`src/hw/t1ri_defs.svh`:
```
`ifndef T1RI_DEFS_SVH
`define T1RI_DEFS_SVH

// register addresses on the parallel control port
`define T1RI_ADDR_INFO1 8'h22
`define T1RI_ADDR_INFO2 8'h31
`define T1RI_ADDR_INFO3 8'h10
`define T1RI_RESET_BYTE 8'h00
`define T1RI_UNMAPPED   8'h00

// bit positions, information register one
`define T1RI_I1_FRAME_ALIGN  7
`define T1RI_I1_ZERO8        6
`define T1RI_I1_ZERO16       5
`define T1RI_I1_FRAME_BITERR 0
// bit positions, information register two
`define T1RI_I2_SYNC_REGAIN  7
`define T1RI_I2_CARRIER_BACK 6
`define T1RI_I2_TX_SLIP      3
// bit positions, information register three
`define T1RI_I3_JITTER_LIMIT 5
`define T1RI_I3_CLOCK_LOST   4
`define T1RI_I3_CARRIER_LOSS 3

// zero run and carrier criteria, in bit positions
`define T1RI_ZERO_SHORT   8'h08
`define T1RI_ZERO_LONG    8'h10
`define T1RI_LOSS_ZEROS   8'hc0
`define T1RI_CLEAR_ONES   8'h0e
`define T1RI_CLEAR_WINDOW 8'h70

// jitter attenuator margin, in bits
`define T1RI_JA_MARGIN 4

// timing: clock period and least receive clock idle time
`define T1RI_CLK_NS       20
`define T1RI_RX_CLOCK_LOST_MIN_NS  2000
`define T1RI_RX_CLOCK_LOST_CYC \
	((`T1RI_RX_CLOCK_LOST_MIN_NS + `T1RI_CLK_NS - 1) / `T1RI_CLK_NS)

`endif

```
`src/hw/t1ri_pkg.sv`:
```
package t1ri_pkg;

	// one access on the parallel control port
	typedef struct packed {
		logic       wr;
		logic       rd;
		logic [7:0] addr;
		logic [7:0] wdata;
	} t1ri_host_t;

	// one-cycle event pulses from framer and elastic stores
	typedef struct packed {
		logic frame_align_changed;
		logic rx_estore_full;
		logic rx_estore_empty;
		logic frame_bit_error;
		logic sync_regained;
		logic tx_estore_full;
		logic tx_estore_empty;
		logic blue_alarm_cleared;
		logic rx_density_violation;
		logic tx_density_violation;
	} t1ri_evt_t;

	// carrier loss tracking states
	typedef enum logic [2:0] {
		CL_PRESENT = 3'b001,
		CL_LOST    = 3'b010,
		CL_WINDOW  = 3'b100
	} t1ri_carrier_t;

endpackage
```
`src/hw/t1ri_info_regs.sv`:
```
`timescale 1ns/1ps
`include "t1ri_defs.svh"

// Overview of operation
// flags latch until host reads them
// read clears flag; level alarms set again
// mask write refreshes ones, holds zeros
// flag frame alignment change after resync
// flag eight or more consecutive zeros
// flag sixteen or more consecutive zeros
// flag receive store full and empty slips
// flag framing bit received in error
// flag framer sync regained until read
// flag carrier restored until read
// flag transmit store full, frame dropped
// flag transmit store empty, frame repeated
// transmit slip flag on either slip
// flag blue alarm clearing until read
// flag receive pulse density violation
// flag transmit pulse density violation
// report receive level as two-bit code
// flag jitter fifo within four bits
// flag receive clock idle two microseconds
// carrier loss after 192 consecutive zeros
// carrier loss clears on 14 of 112
// host ignores low three bits, register three
module t1ri_info_regs
#(
	parameter int JA_DEPTH = 32,
	parameter int JA_W     = 8
)
(
	input  wire logic                 ref_clk,
	input  wire logic                 rst_n,
	input  wire t1ri_pkg::t1ri_host_t host_req,
	output logic [7:0]                read_data,
	input  wire t1ri_pkg::t1ri_evt_t  evt,
	input  wire logic [1:0]           rx_level,
	input  wire logic [JA_W-1:0]      jitter_fill,
	input  wire logic                 rx_bipolar_pos_in,
	input  wire logic                 rx_bipolar_neg_in,
	input  wire logic                 rx_clock_in
);
	import t1ri_pkg::*;

	logic [7:0] flags1, flags2, flags3;
	logic [7:0] view1, view2, view3;
	logic [7:0] set1, set2, set3;
	logic [7:0] mask1, mask2, mask3;
	logic [2:0] clk_sync;
	logic [1:0] pos_sync, neg_sync;
	logic       clk_edge;
	logic       bit_stb, bit_one;
	logic [7:0] idle_cnt;
	logic       clock_lost;
	logic       jitter_near;
	logic       zero8, zero16, carrier_loss, carrier_back;

	// latched flags: set wins over the clear of a snapshot
	function automatic logic [7:0] next_flags(input logic [7:0] cur,
		input logic [7:0] set, input logic [7:0] clr);
		next_flags = (cur & ~clr) | set;
	endfunction

	// held readable value: masked bits refreshed, others kept
	function automatic logic [7:0] next_view(input logic [7:0] cur,
		input logic [7:0] fresh, input logic [7:0] mask);
		next_view = (cur & ~mask) | (fresh & mask);
	endfunction

	// mask byte for a write to one register address
	function automatic logic [7:0] wr_mask(input t1ri_host_t req,
		input logic [7:0] addr);
		wr_mask = (req.wr && req.addr == addr) ? req.wdata
			: `T1RI_RESET_BYTE;
	endfunction

	assign mask1 = wr_mask(host_req, `T1RI_ADDR_INFO1);
	assign mask2 = wr_mask(host_req, `T1RI_ADDR_INFO2);
	assign mask3 = wr_mask(host_req, `T1RI_ADDR_INFO3);

	// receive clock and bipolar data pins, two-flop synchronisers
	always_ff @(posedge ref_clk or negedge rst_n)
		if (!rst_n)
		begin
			clk_sync <= 3'h0;
			pos_sync <= 2'h0;
			neg_sync <= 2'h0;
		end
		else
		begin
			clk_sync <= {clk_sync[1:0], rx_clock_in};
			pos_sync <= {pos_sync[0], rx_bipolar_pos_in};
			neg_sync <= {neg_sync[0], rx_bipolar_neg_in};
		end

	// one bit per rising receive clock; a pulse on either rail is a one
	assign clk_edge = clk_sync[1] && !clk_sync[2];
	assign bit_stb  = clk_edge;
	assign bit_one  = pos_sync[1] | neg_sync[1];

	// receive clock idle counter, saturating at the loss threshold
	always_ff @(posedge ref_clk or negedge rst_n)
		if (!rst_n)
		begin
			idle_cnt   <= 8'h00;
			clock_lost <= 1'b0;
		end
		else
		begin
			if (clk_sync[1] != clk_sync[2])
				idle_cnt <= 8'h00;
			else if (idle_cnt != 8'(`T1RI_RX_CLOCK_LOST_CYC))
				idle_cnt <= idle_cnt + 8'h01;
			clock_lost <= idle_cnt == 8'(`T1RI_RX_CLOCK_LOST_CYC);
		end

	// jitter attenuator fill near its limit
	always_ff @(posedge ref_clk or negedge rst_n)
		if (!rst_n)
			jitter_near <= 1'b0;
		else
			jitter_near <= jitter_fill >=
				JA_W'(JA_DEPTH - `T1RI_JA_MARGIN);

	// zero runs and framer carrier loss
	t1ri_line_mon u_line_mon
	(
		.ref_clk      (ref_clk),
		.rst_n        (rst_n),
		.bit_stb      (bit_stb),
		.bit_one      (bit_one),
		.zero8        (zero8),
		.zero16       (zero16),
		.carrier_loss (carrier_loss),
		.carrier_back (carrier_back)
	);

	// set terms of information register one; bits 2,1 unused
	assign set1 = {
		evt.frame_align_changed,
		zero8,
		zero16,
		evt.rx_estore_full,
		evt.rx_estore_empty,
		2'b00,
		evt.frame_bit_error
	};

	// set terms of information register two
	assign set2 = {
		evt.sync_regained,
		carrier_back,
		evt.tx_estore_full,
		evt.tx_estore_empty,
		evt.tx_estore_full | evt.tx_estore_empty,
		evt.blue_alarm_cleared,
		evt.rx_density_violation,
		evt.tx_density_violation
	};

	// set terms of register three; level alarms keep setting
	assign set3 = {
		rx_level,
		jitter_near,
		clock_lost,
		carrier_loss,
		3'b000
	};

	// latched flags, cleared by the snapshot write
	always_ff @(posedge ref_clk or negedge rst_n)
		if (!rst_n)
		begin
			flags1 <= `T1RI_RESET_BYTE;
			flags2 <= `T1RI_RESET_BYTE;
			flags3 <= `T1RI_RESET_BYTE;
		end
		else
		begin
			flags1 <= next_flags(flags1, set1, mask1);
			flags2 <= next_flags(flags2, set2, mask2);
			flags3 <= next_flags(flags3, set3, mask3);
		end

	// readable copies refreshed under the write mask
	always_ff @(posedge ref_clk or negedge rst_n)
		if (!rst_n)
		begin
			view1 <= `T1RI_RESET_BYTE;
			view2 <= `T1RI_RESET_BYTE;
			view3 <= `T1RI_RESET_BYTE;
		end
		else
		begin
			view1 <= next_view(view1, flags1, mask1);
			view2 <= next_view(view2, flags2, mask2);
			view3 <= next_view(view3, flags3, mask3);
		end

	// read port: registered byte, zero for other addresses
	always_ff @(posedge ref_clk or negedge rst_n)
		if (!rst_n)
			read_data <= `T1RI_RESET_BYTE;
		else if (host_req.rd)
			case (host_req.addr)
			`T1RI_ADDR_INFO1: read_data <= view1;
			`T1RI_ADDR_INFO2: read_data <= view2;
			`T1RI_ADDR_INFO3: read_data <= view3;
			default:          read_data <= `T1RI_UNMAPPED;
			endcase
endmodule // t1ri_info_regs

```
`src/hw/t1ri_line_mon.sv`:
```
`timescale 1ns/1ps
`include "t1ri_defs.svh"

module t1ri_line_mon
(
	input  wire logic ref_clk,
	input  wire logic rst_n,
	input  wire logic bit_stb,
	input  wire logic bit_one,
	output logic      zero8,
	output logic      zero16,
	output logic      carrier_loss,
	output logic      carrier_back
);
	import t1ri_pkg::*;

	logic [7:0]    zero_run;
	logic [7:0]    win_cnt;
	logic [7:0]    ones_cnt;
	t1ri_carrier_t state;
	logic          loss_hit;
	logic          ones_hit;

	assign loss_hit = bit_stb && !bit_one &&
		zero_run == `T1RI_LOSS_ZEROS - 8'h01;
	assign ones_hit = bit_one && ones_cnt + 8'h01 >= `T1RI_CLEAR_ONES;

	// consecutive zero run, saturating at the loss count
	always_ff @(posedge ref_clk or negedge rst_n)
		if (!rst_n)
			zero_run <= 8'h00;
		else if (bit_stb)
			zero_run <= bit_one ? 8'h00 :
				(zero_run == `T1RI_LOSS_ZEROS ? zero_run
				: zero_run + 8'h01);

	// eight and sixteen zero pulses, once per run
	always_ff @(posedge ref_clk or negedge rst_n)
		if (!rst_n)
		begin
			zero8  <= 1'b0;
			zero16 <= 1'b0;
		end
		else
		begin
			zero8  <= bit_stb && !bit_one &&
				zero_run == `T1RI_ZERO_SHORT - 8'h01;
			zero16 <= bit_stb && !bit_one &&
				zero_run == `T1RI_ZERO_LONG - 8'h01;
		end

	// carrier loss: set on zero run, clear by ones in window
	always_ff @(posedge ref_clk or negedge rst_n)
		if (!rst_n)
		begin
			state        <= CL_PRESENT;
			win_cnt      <= 8'h00;
			ones_cnt     <= 8'h00;
			carrier_loss <= 1'b0;
			carrier_back <= 1'b0;
		end
		else
		begin
			carrier_back <= 1'b0;
			case (state)
			CL_PRESENT:
				if (loss_hit)
				begin
					state        <= CL_LOST;
					carrier_loss <= 1'b1;
				end
			CL_LOST:
				if (bit_stb && bit_one)
				begin
					state    <= CL_WINDOW; // window opens on first one
					win_cnt  <= 8'h01;
					ones_cnt <= 8'h01;
				end
			CL_WINDOW:
				if (bit_stb)
				begin
					if (ones_hit)
					begin
						state        <= CL_PRESENT;
						carrier_loss <= 1'b0;
						carrier_back <= 1'b1;
					end
					else if (win_cnt + 8'h01 >= `T1RI_CLEAR_WINDOW)
						state <= CL_LOST; // window spent, wait again
					win_cnt  <= win_cnt + 8'h01;
					ones_cnt <= ones_cnt + {7'h00, bit_one};
				end
			default:
				state <= CL_PRESENT;
			endcase
		end
endmodule // t1ri_line_mon

```
`config.mk`:
```
export PLATFORM = sky130hd
export DESIGN_NAME = t1ri_info_regs
export DESIGN_NICKNAME = d
export VERILOG_FILES = /design/src/hw/t1ri_pkg.sv /design/src/hw/t1ri_info_regs.sv /design/src/hw/t1ri_line_mon.sv
export VERILOG_INCLUDE_DIRS = /design/src /design/src/hw
export SDC_FILE = /design/constraint.sdc
export NUM_CORES = 1
export LEC_CHECK = 0
export BUFFER_PORTS_ARGS = -buffer_cell sky130_fd_sc_hd__clkbuf_2
export CAP_MARGIN = 5
export CORE_MARGIN = 5
export CORE_UTILIZATION = 48
export DETAILED_ROUTE_END_ITERATION = 16
export PLACE_DENSITY = 0.7
export SLEW_MARGIN = 40
export SYNTH_ARGS = -nofsm -noshare
export SYNTH_HDL_FRONTEND = slang
export SYNTH_SLANG_ARGS = --single-unit
export TNS_END_PERCENT = 1
```
`constraint.sdc`:
```
create_clock -name ref_clk -period 1.9 [get_ports ref_clk]
set_clock_uncertainty 0.1 [all_clocks]
set_input_delay 0.285 -clock ref_clk [delete_from_list [all_inputs] [get_ports ref_clk]]
set_output_delay 0.285 -clock ref_clk [all_outputs]
set_load 0.02 [all_outputs]
```
* Word-level counts from Yosys, hierarchy flattened
Cells that the tools add are included.
** Cells by class
- Order comparisons :: 3
- Reduce and logical (&&, ||, !) cells :: 19
- Eq/ne operators :: 19
- Mux-type cells :: 26
- Bitwise operators :: 20
- $add $sub $neg :: 5
** Operators with widths (number)
- two-way mux 8 bit :: 10
- bitwise AND 8 bit :: 9
- bitwise OR 8 bit :: 6
- adder 8 x 1 -> 8 bit (second input constant) :: 4
- one-hot mux 8 bit (2 select lines) :: 2
- inverter 8 bit :: 3
- one-hot mux 8 bit (3 select lines) :: 1
- == test 8 x 6 -> 1 bit (second input constant) :: 2
- == test 8 bit (second input constant) :: 2
- two-way mux 3 bit :: 5
- logical AND 1 bit :: 10
- != test 2 x 1 -> 1 bit (second input constant) :: 5
- one-hot mux 3 bit (3 select lines) :: 1
- adder 8 x 1 -> 8 bit :: 1
- == test 8 x 3 -> 1 bit (second input constant) :: 1
- == test 8 x 4 -> 1 bit (second input constant) :: 1
- == test 8 x 5 -> 1 bit (second input constant) :: 1
- == test 8 x 7 -> 1 bit (second input constant) :: 1
- >= comparator 8 x 4 -> 1 bit (second input constant) :: 1
- >= comparator 8 x 5 -> 1 bit (second input constant) :: 1
- >= comparator 8 x 7 -> 1 bit (second input constant) :: 1
- != test 8 x 7 -> 1 bit (second input constant) :: 1
- AND reduction 4 bit :: 2
- two-way mux 1 bit :: 6
- other kinds (11) :: 15
** Storage, ports and cells
- Output and inout port bits :: 8
- Flip-flop bits (word level) :: 104

* Longest topological paths before layout
- Word-level depth :: 6
- Gate-level depth with buffers :: 8
- Mapped depth without buffers :: 7

* Cells and area by module
Synthesis repeated with hierarchy kept, for this count alone.
** Second synthesis, totals
- Cells, all modules :: 419
- Area total of the unflattened synthesis :: 4809.6 µm²
** By module, submodules not included
- t1ri_info_regs :: area an instance 3035.4 µm², cells an instance 233, times used 1
- t1ri_line_mon :: area an instance 1774.2 µm², cells an instance 186, times used 1

* Worst setup path after synthesis
No wires, ideal clock.
- Kind :: register -> register
- Start point :: register u_line_mon.zero_run[0]
- End point :: register u_line_mon.zero_run[2]
- Arrival time :: 1.661 ns
- Setup time :: 0.126 ns
- Cell stages (with the launch flop) :: 8
- Data required time :: 1.674 ns
- Slack :: 0.013 ns
- Clock period less this slack :: 1.887 ns
- Cells stage by stage :: dfrtp_1 > inv_1 > ha_1 > or4b_1 > o41ai_4 > nor2_1 > xnor2_1 > nor2_1
** On the way
- Cells in the longest elaborated chain, start to end :: 3
- Elaborated cells on any way between the ends :: 6
- Classes of those cells :: add/sub: 1; eq/ne: 2; mux: 2; reduce/logical: 1
** Ends and longest elaborated chain
- start, declared :: RTL line t1ri_line_mon.sv:17 : logic [7:0] zero_run;
- start signal, assigned :: RTL line t1ri_line_mon.sv:33 : zero_run <= bit_one ? 8'h00 :
- adder 8 x 1 -> 8 bit or == test 8 bit (tied branches)
- two-way mux 8 bit or != test 2 x 1 -> 1 bit (tied branches)
- two-way mux 8 bit or AND reduction 2 bit (tied branches)
Several ways; a longest one is shown, not always the timed one. The select of a mux whose other input is x is not followed.
A chain may end at the register's enable or synchronous reset.

* Worst setup path after layout
- Start point :: register u_line_mon.ones_cnt[1]
- End point :: register u_line_mon.state[1]
** On the way
- Cells in the longest elaborated chain, start to end :: 6
- Elaborated cells on any way between the ends :: 8
- Classes of those cells :: add/sub: 1; order compare: 1; eq/ne: 1; mux: 3; reduce/logical: 2
** Ends and longest elaborated chain
- start, declared :: RTL line t1ri_line_mon.sv:19 : logic [7:0] ones_cnt;
- start signal, assigned :: RTL line t1ri_line_mon.sv:91 : ones_cnt <= ones_cnt + {7'h00, bit_one};
- adder 8 x 1 -> 8 bit * :: RTL line t1ri_line_mon.sv:26 : assign ones_hit = bit_one && ones_cnt + 8'h01 >= `T1RI_CLEAR_ONES;
- >= comparator 8 x 4 -> 1 bit (no line) *
- logical AND 1 bit (no line) *
- two-way mux 3 bit :: RTL line t1ri_line_mon.sv:82 : if (ones_hit)
- two-way mux 3 bit :: RTL line t1ri_line_mon.sv:80 : if (bit_stb)
- one-hot mux 3 bit (3 select lines) :: RTL line t1ri_line_mon.sv:65 : case (state)
- end signal, assigned :: RTL line t1ri_line_mon.sv:69 : state <= CL_LOST;
- end signal, assigned :: RTL line t1ri_line_mon.sv:84 : state <= CL_PRESENT;
- end signal, assigned :: RTL line t1ri_line_mon.sv:89 : state <= CL_LOST;
- end, declared :: RTL line t1ri_line_mon.sv:20 : t1ri_carrier_t state;
Mark *: on every way between the ends. The rest lies on a longest branch, timed or not. The select of a mux whose other input is x is not followed.

==> metrics.md <==
| Metric | Value |
|---|---|
| Mapped Area | `4763 um2` |
| Final Slew Violations | `0` |
| Initial antenna violation count | `0` |
| DIE AREA | `12020 um2` |
| Pwr dens | `669.1 nW/um2` |
| Final worst path period share | `1.020` |
| Status | `complete, but fails checks` |
| Vias in the first global route | `3736` |
| Crit path from | `u_line_mon.ones_cnt[1]` |
| Pre-CTS WS | `-0.04015 ns` |
| Maximum clock rate | `515.9 MHz` |
| Die Y | `109.6 um` |
| Average wire per standard cell | `14.94 um` |
| Critical-path cell list | `inv_2 -> ha_4 -> nand2b_4 -> nand3_2 -> and3_4 -> o41a_1 -> a31o_2` |
| Unique masters post-synth | `61` |
| Leakage | `2.706 nW` |
| Mapped Cells | `433` |
| # Max-Cap Violations | `0` |
| Final worst path period need | `1.938 ns` |
| Avg Cell Area, Syn | `11.00 um2` |
| RSZ-0062 raised after global routing | `true` |
| Largest net degree at the start of global routing | `57` |
| FILL cells | `861` |
| Htree depth | `3` |
| Max-Slew Margin vs Limit | `0.5470` |
| Slowest CP cell | `o41a_1` |
| Total track usage | `0.1827` |
| Class of the worst hold path | `in -> reg` |
| Fraction of layout cells with a size suffix above 1 | `0.2694` |
| Final TNS setup | `-0.03839 ns` |
| First-pass GRT wire length | `17080 um` |
| Number of diodes | `0` |
| 1st-iter DRT viols | `268` |
| Worst setup path class | `reg -> reg` |
| EDFF count, synth | `0` |
| Routability cong. | `0.8362` |
| NumNets Final | `590` |
| RR Endpoint | `u_line_mon.state[1]` |
| CTS tree | `built` |
| Io pins | `51` |
| Synth top area cells | `dfrtp_1, mux2_2, nand2_1` |
| Worst-Margin Slew | `0.6769 ns` |
| Max Root-Sink Buffers | `2` |
| Max VDD drop | `494.9 uV` |
| Total CTS buffers | `9` |
| Worst Setup End Kind | `flip-flop` |
| Layout Area Growth over Synthesis | `23.64%` |
| Finish-stage setup viols | `1` |
| Grt total ovfl | `0` |
| Sequential cell area fraction in the yosys report | `0.5466` |
| Worst path arrival time | `2.11 ns` |
| Final Hold Fails | `0` |
| Worst-path clk slew | `0.10 ns` |
| Num rows | `36` |
| CP max FO | `3` |
| Synth Warn # | `0` |
| DR pass1 iterations | `4` |
| Max stage delay on crit path | `0.46 ns` |
| Worst endpoint required time | `2.07 ns` |
| Via count | `3584` |
| Syn_nets | `486` |
| Via density | `5.310` |
| Reg2reg path depth | `7` |
| IO Port Bufs | `48` |
| R2r setup slk | `-0.04 ns` |
| Area of the core | `9729 um2` |
| Post-DRT Antenna Nets | `0` |
| Die width | `109.6 um` |
| Dominant synthesized flop cell | `dfrtp_1` |
| Asr flop ratio synth | `1.000` |
| Worst setup SP type | `flip-flop` |
| Root Buffer | `clkbuf_8` |
| Top cell type's share of synthesized area | `0.5411` |
| Clk_lat worst skew | `0.37 ns` |
| Number of clock sinks | `104` |
| Critical path capture point | `u_line_mon.state[1]` |
| Failing checks | `negative setup slack` |
| Starting Density | `0.4896` |
| Reg-to-Reg Start | `u_line_mon.ones_cnt[1]` |
| Synthesized flop and latch total | `104` |
| Final WL | `10090 um` |
| Post-synth top area cell | `dfrtp_1` |
| DRC | `0` |
| Final HPWL DP | `7022 um` |
| Final worst slack | `-0.03839 ns` |
==> metal layers <==
metal / global-route usage / part of all wire / vias up / wire length (um)
met5: 0 / 0 / - / 0
met1: 0.2146 / 0.45 / 1765 / 4495
met3: 0.05461 / 0.042 / 9 / 425
met2: 0.3182 / 0.50 / 62 / 5067
li1: - / - / 1748 / -
met4: 0.06233 / 0.0097 / 0 / 98
==> where the power goes <==
part	switching, mW	internal [mW]
sequential	0.0240	2.25
clock	0.776	0.626
combinational	0.140	0.127
total	0.940	3.00
==> cell usage in the layout, fill, tap and decap left out, types with 12 or more instances in the layout <==
cell,synthesis,layout
buf_4,1,33
a21o_1,18,18
nand3_1,14,12
dfrtp_1,103,103
nand2_1,47,47
nor2_1,30,29
mux2_2,20,20
inv_1,20,19
o21ai_0,18,16
clkbuf_2,0,47
dlygate4sd3_1,0,19
==> final cells by class <==
class	instances	area, um2	share of cell area
Sequential cell	104	2604	0.4421
Inverter	21	78.83	0.01338
Multi-Input combinational cell	299	2123	0.3605
Clock buffer	9	123.9	0.02103
Tap cell	133	166.4	0.02826
Timing Repair Buffer	102	715.7	0.1215
Clock inverter	7	77.57	0.01317
==> critical path, delay by kind of cell, from the launching register on <==
| kind | cells | cell delay, ns |
|---|---|---|
| compound gates | 2 | 0.71 |
| flops | 1 | 0.42 |
| simple gates | 3 | 0.30 |
| fa+ha+maj | 1 | 0.21 |
| buf+inv | 1 | 0.09 |
==> how the worst min path moves through the flow <==
stage | from | end | cells after the start
finish | jitter_fill[3] | jitter_near | 3
global route | jitter_fill[2] | jitter_near | 3
CTS | evt[3] | flags2[4] | 2
detailed placement | rst_n | asynchronous set/reset pin | 1
global placement | rst_n | flags3[3] | 1
floorplan | rst_n | asynchronous set/reset pin | 0
==> logic make-up after synthesis <==
kind of cell | after synthesis | share of synthesized area
adder cells (fa/ha/maj) | 10 | 0.02627
AND/OR/NAND/NOR | 155 | 0.1749
XOR/XNOR | 15 | 0.02758
flip-flops | 104 | 0.5466
AO/OA/AOI/OAI | 93 | 0.1374
buffers and inverters | 30 | 0.02548
multiplexers | 26 | 0.06173
==> synthesized netlist by cell type (9+ instances only) <==
library cell,count
dfrtp_1,103
nand2_1,47
nor2_1,30
inv_1,20
mux2_2,20
a21o_1,18
o21ai_0,18
nand3_1,14
a21oi_1,11
a22o_1,10
ha_1,10
a22oi_1,9
and2_1,9
o22ai_1,9
==> metrics by stage <==
step                      hold WS (ns)  instances    util  instance area [um2]  power [mW]
final                          0.04137        675  0.6053                 5889       3.941
after global routing           0.04452        675  0.6053                 5889       4.128
after CTS                     0.006946        674  0.5999                 5837       4.007
after detailed placement        0.1220        636  0.5525                 5375       2.552
after global placement          0.1197        636  0.5525                 5375       2.540
after floorplan                -0.1106        433       -                 4763       2.402
==> what timing repair did <==
action / 4_1_cts / 5_1_grt
resized for setup: 10 / 9
hold buffers: 18 / 1
buffers inserted: 4 / 1
setup endpoints to repair: 2 / 13
endpoints found under the hold margin: 38 / 1
pin swaps: 5 / 8
Note: power is estimated with default switching activity, not from simulation.
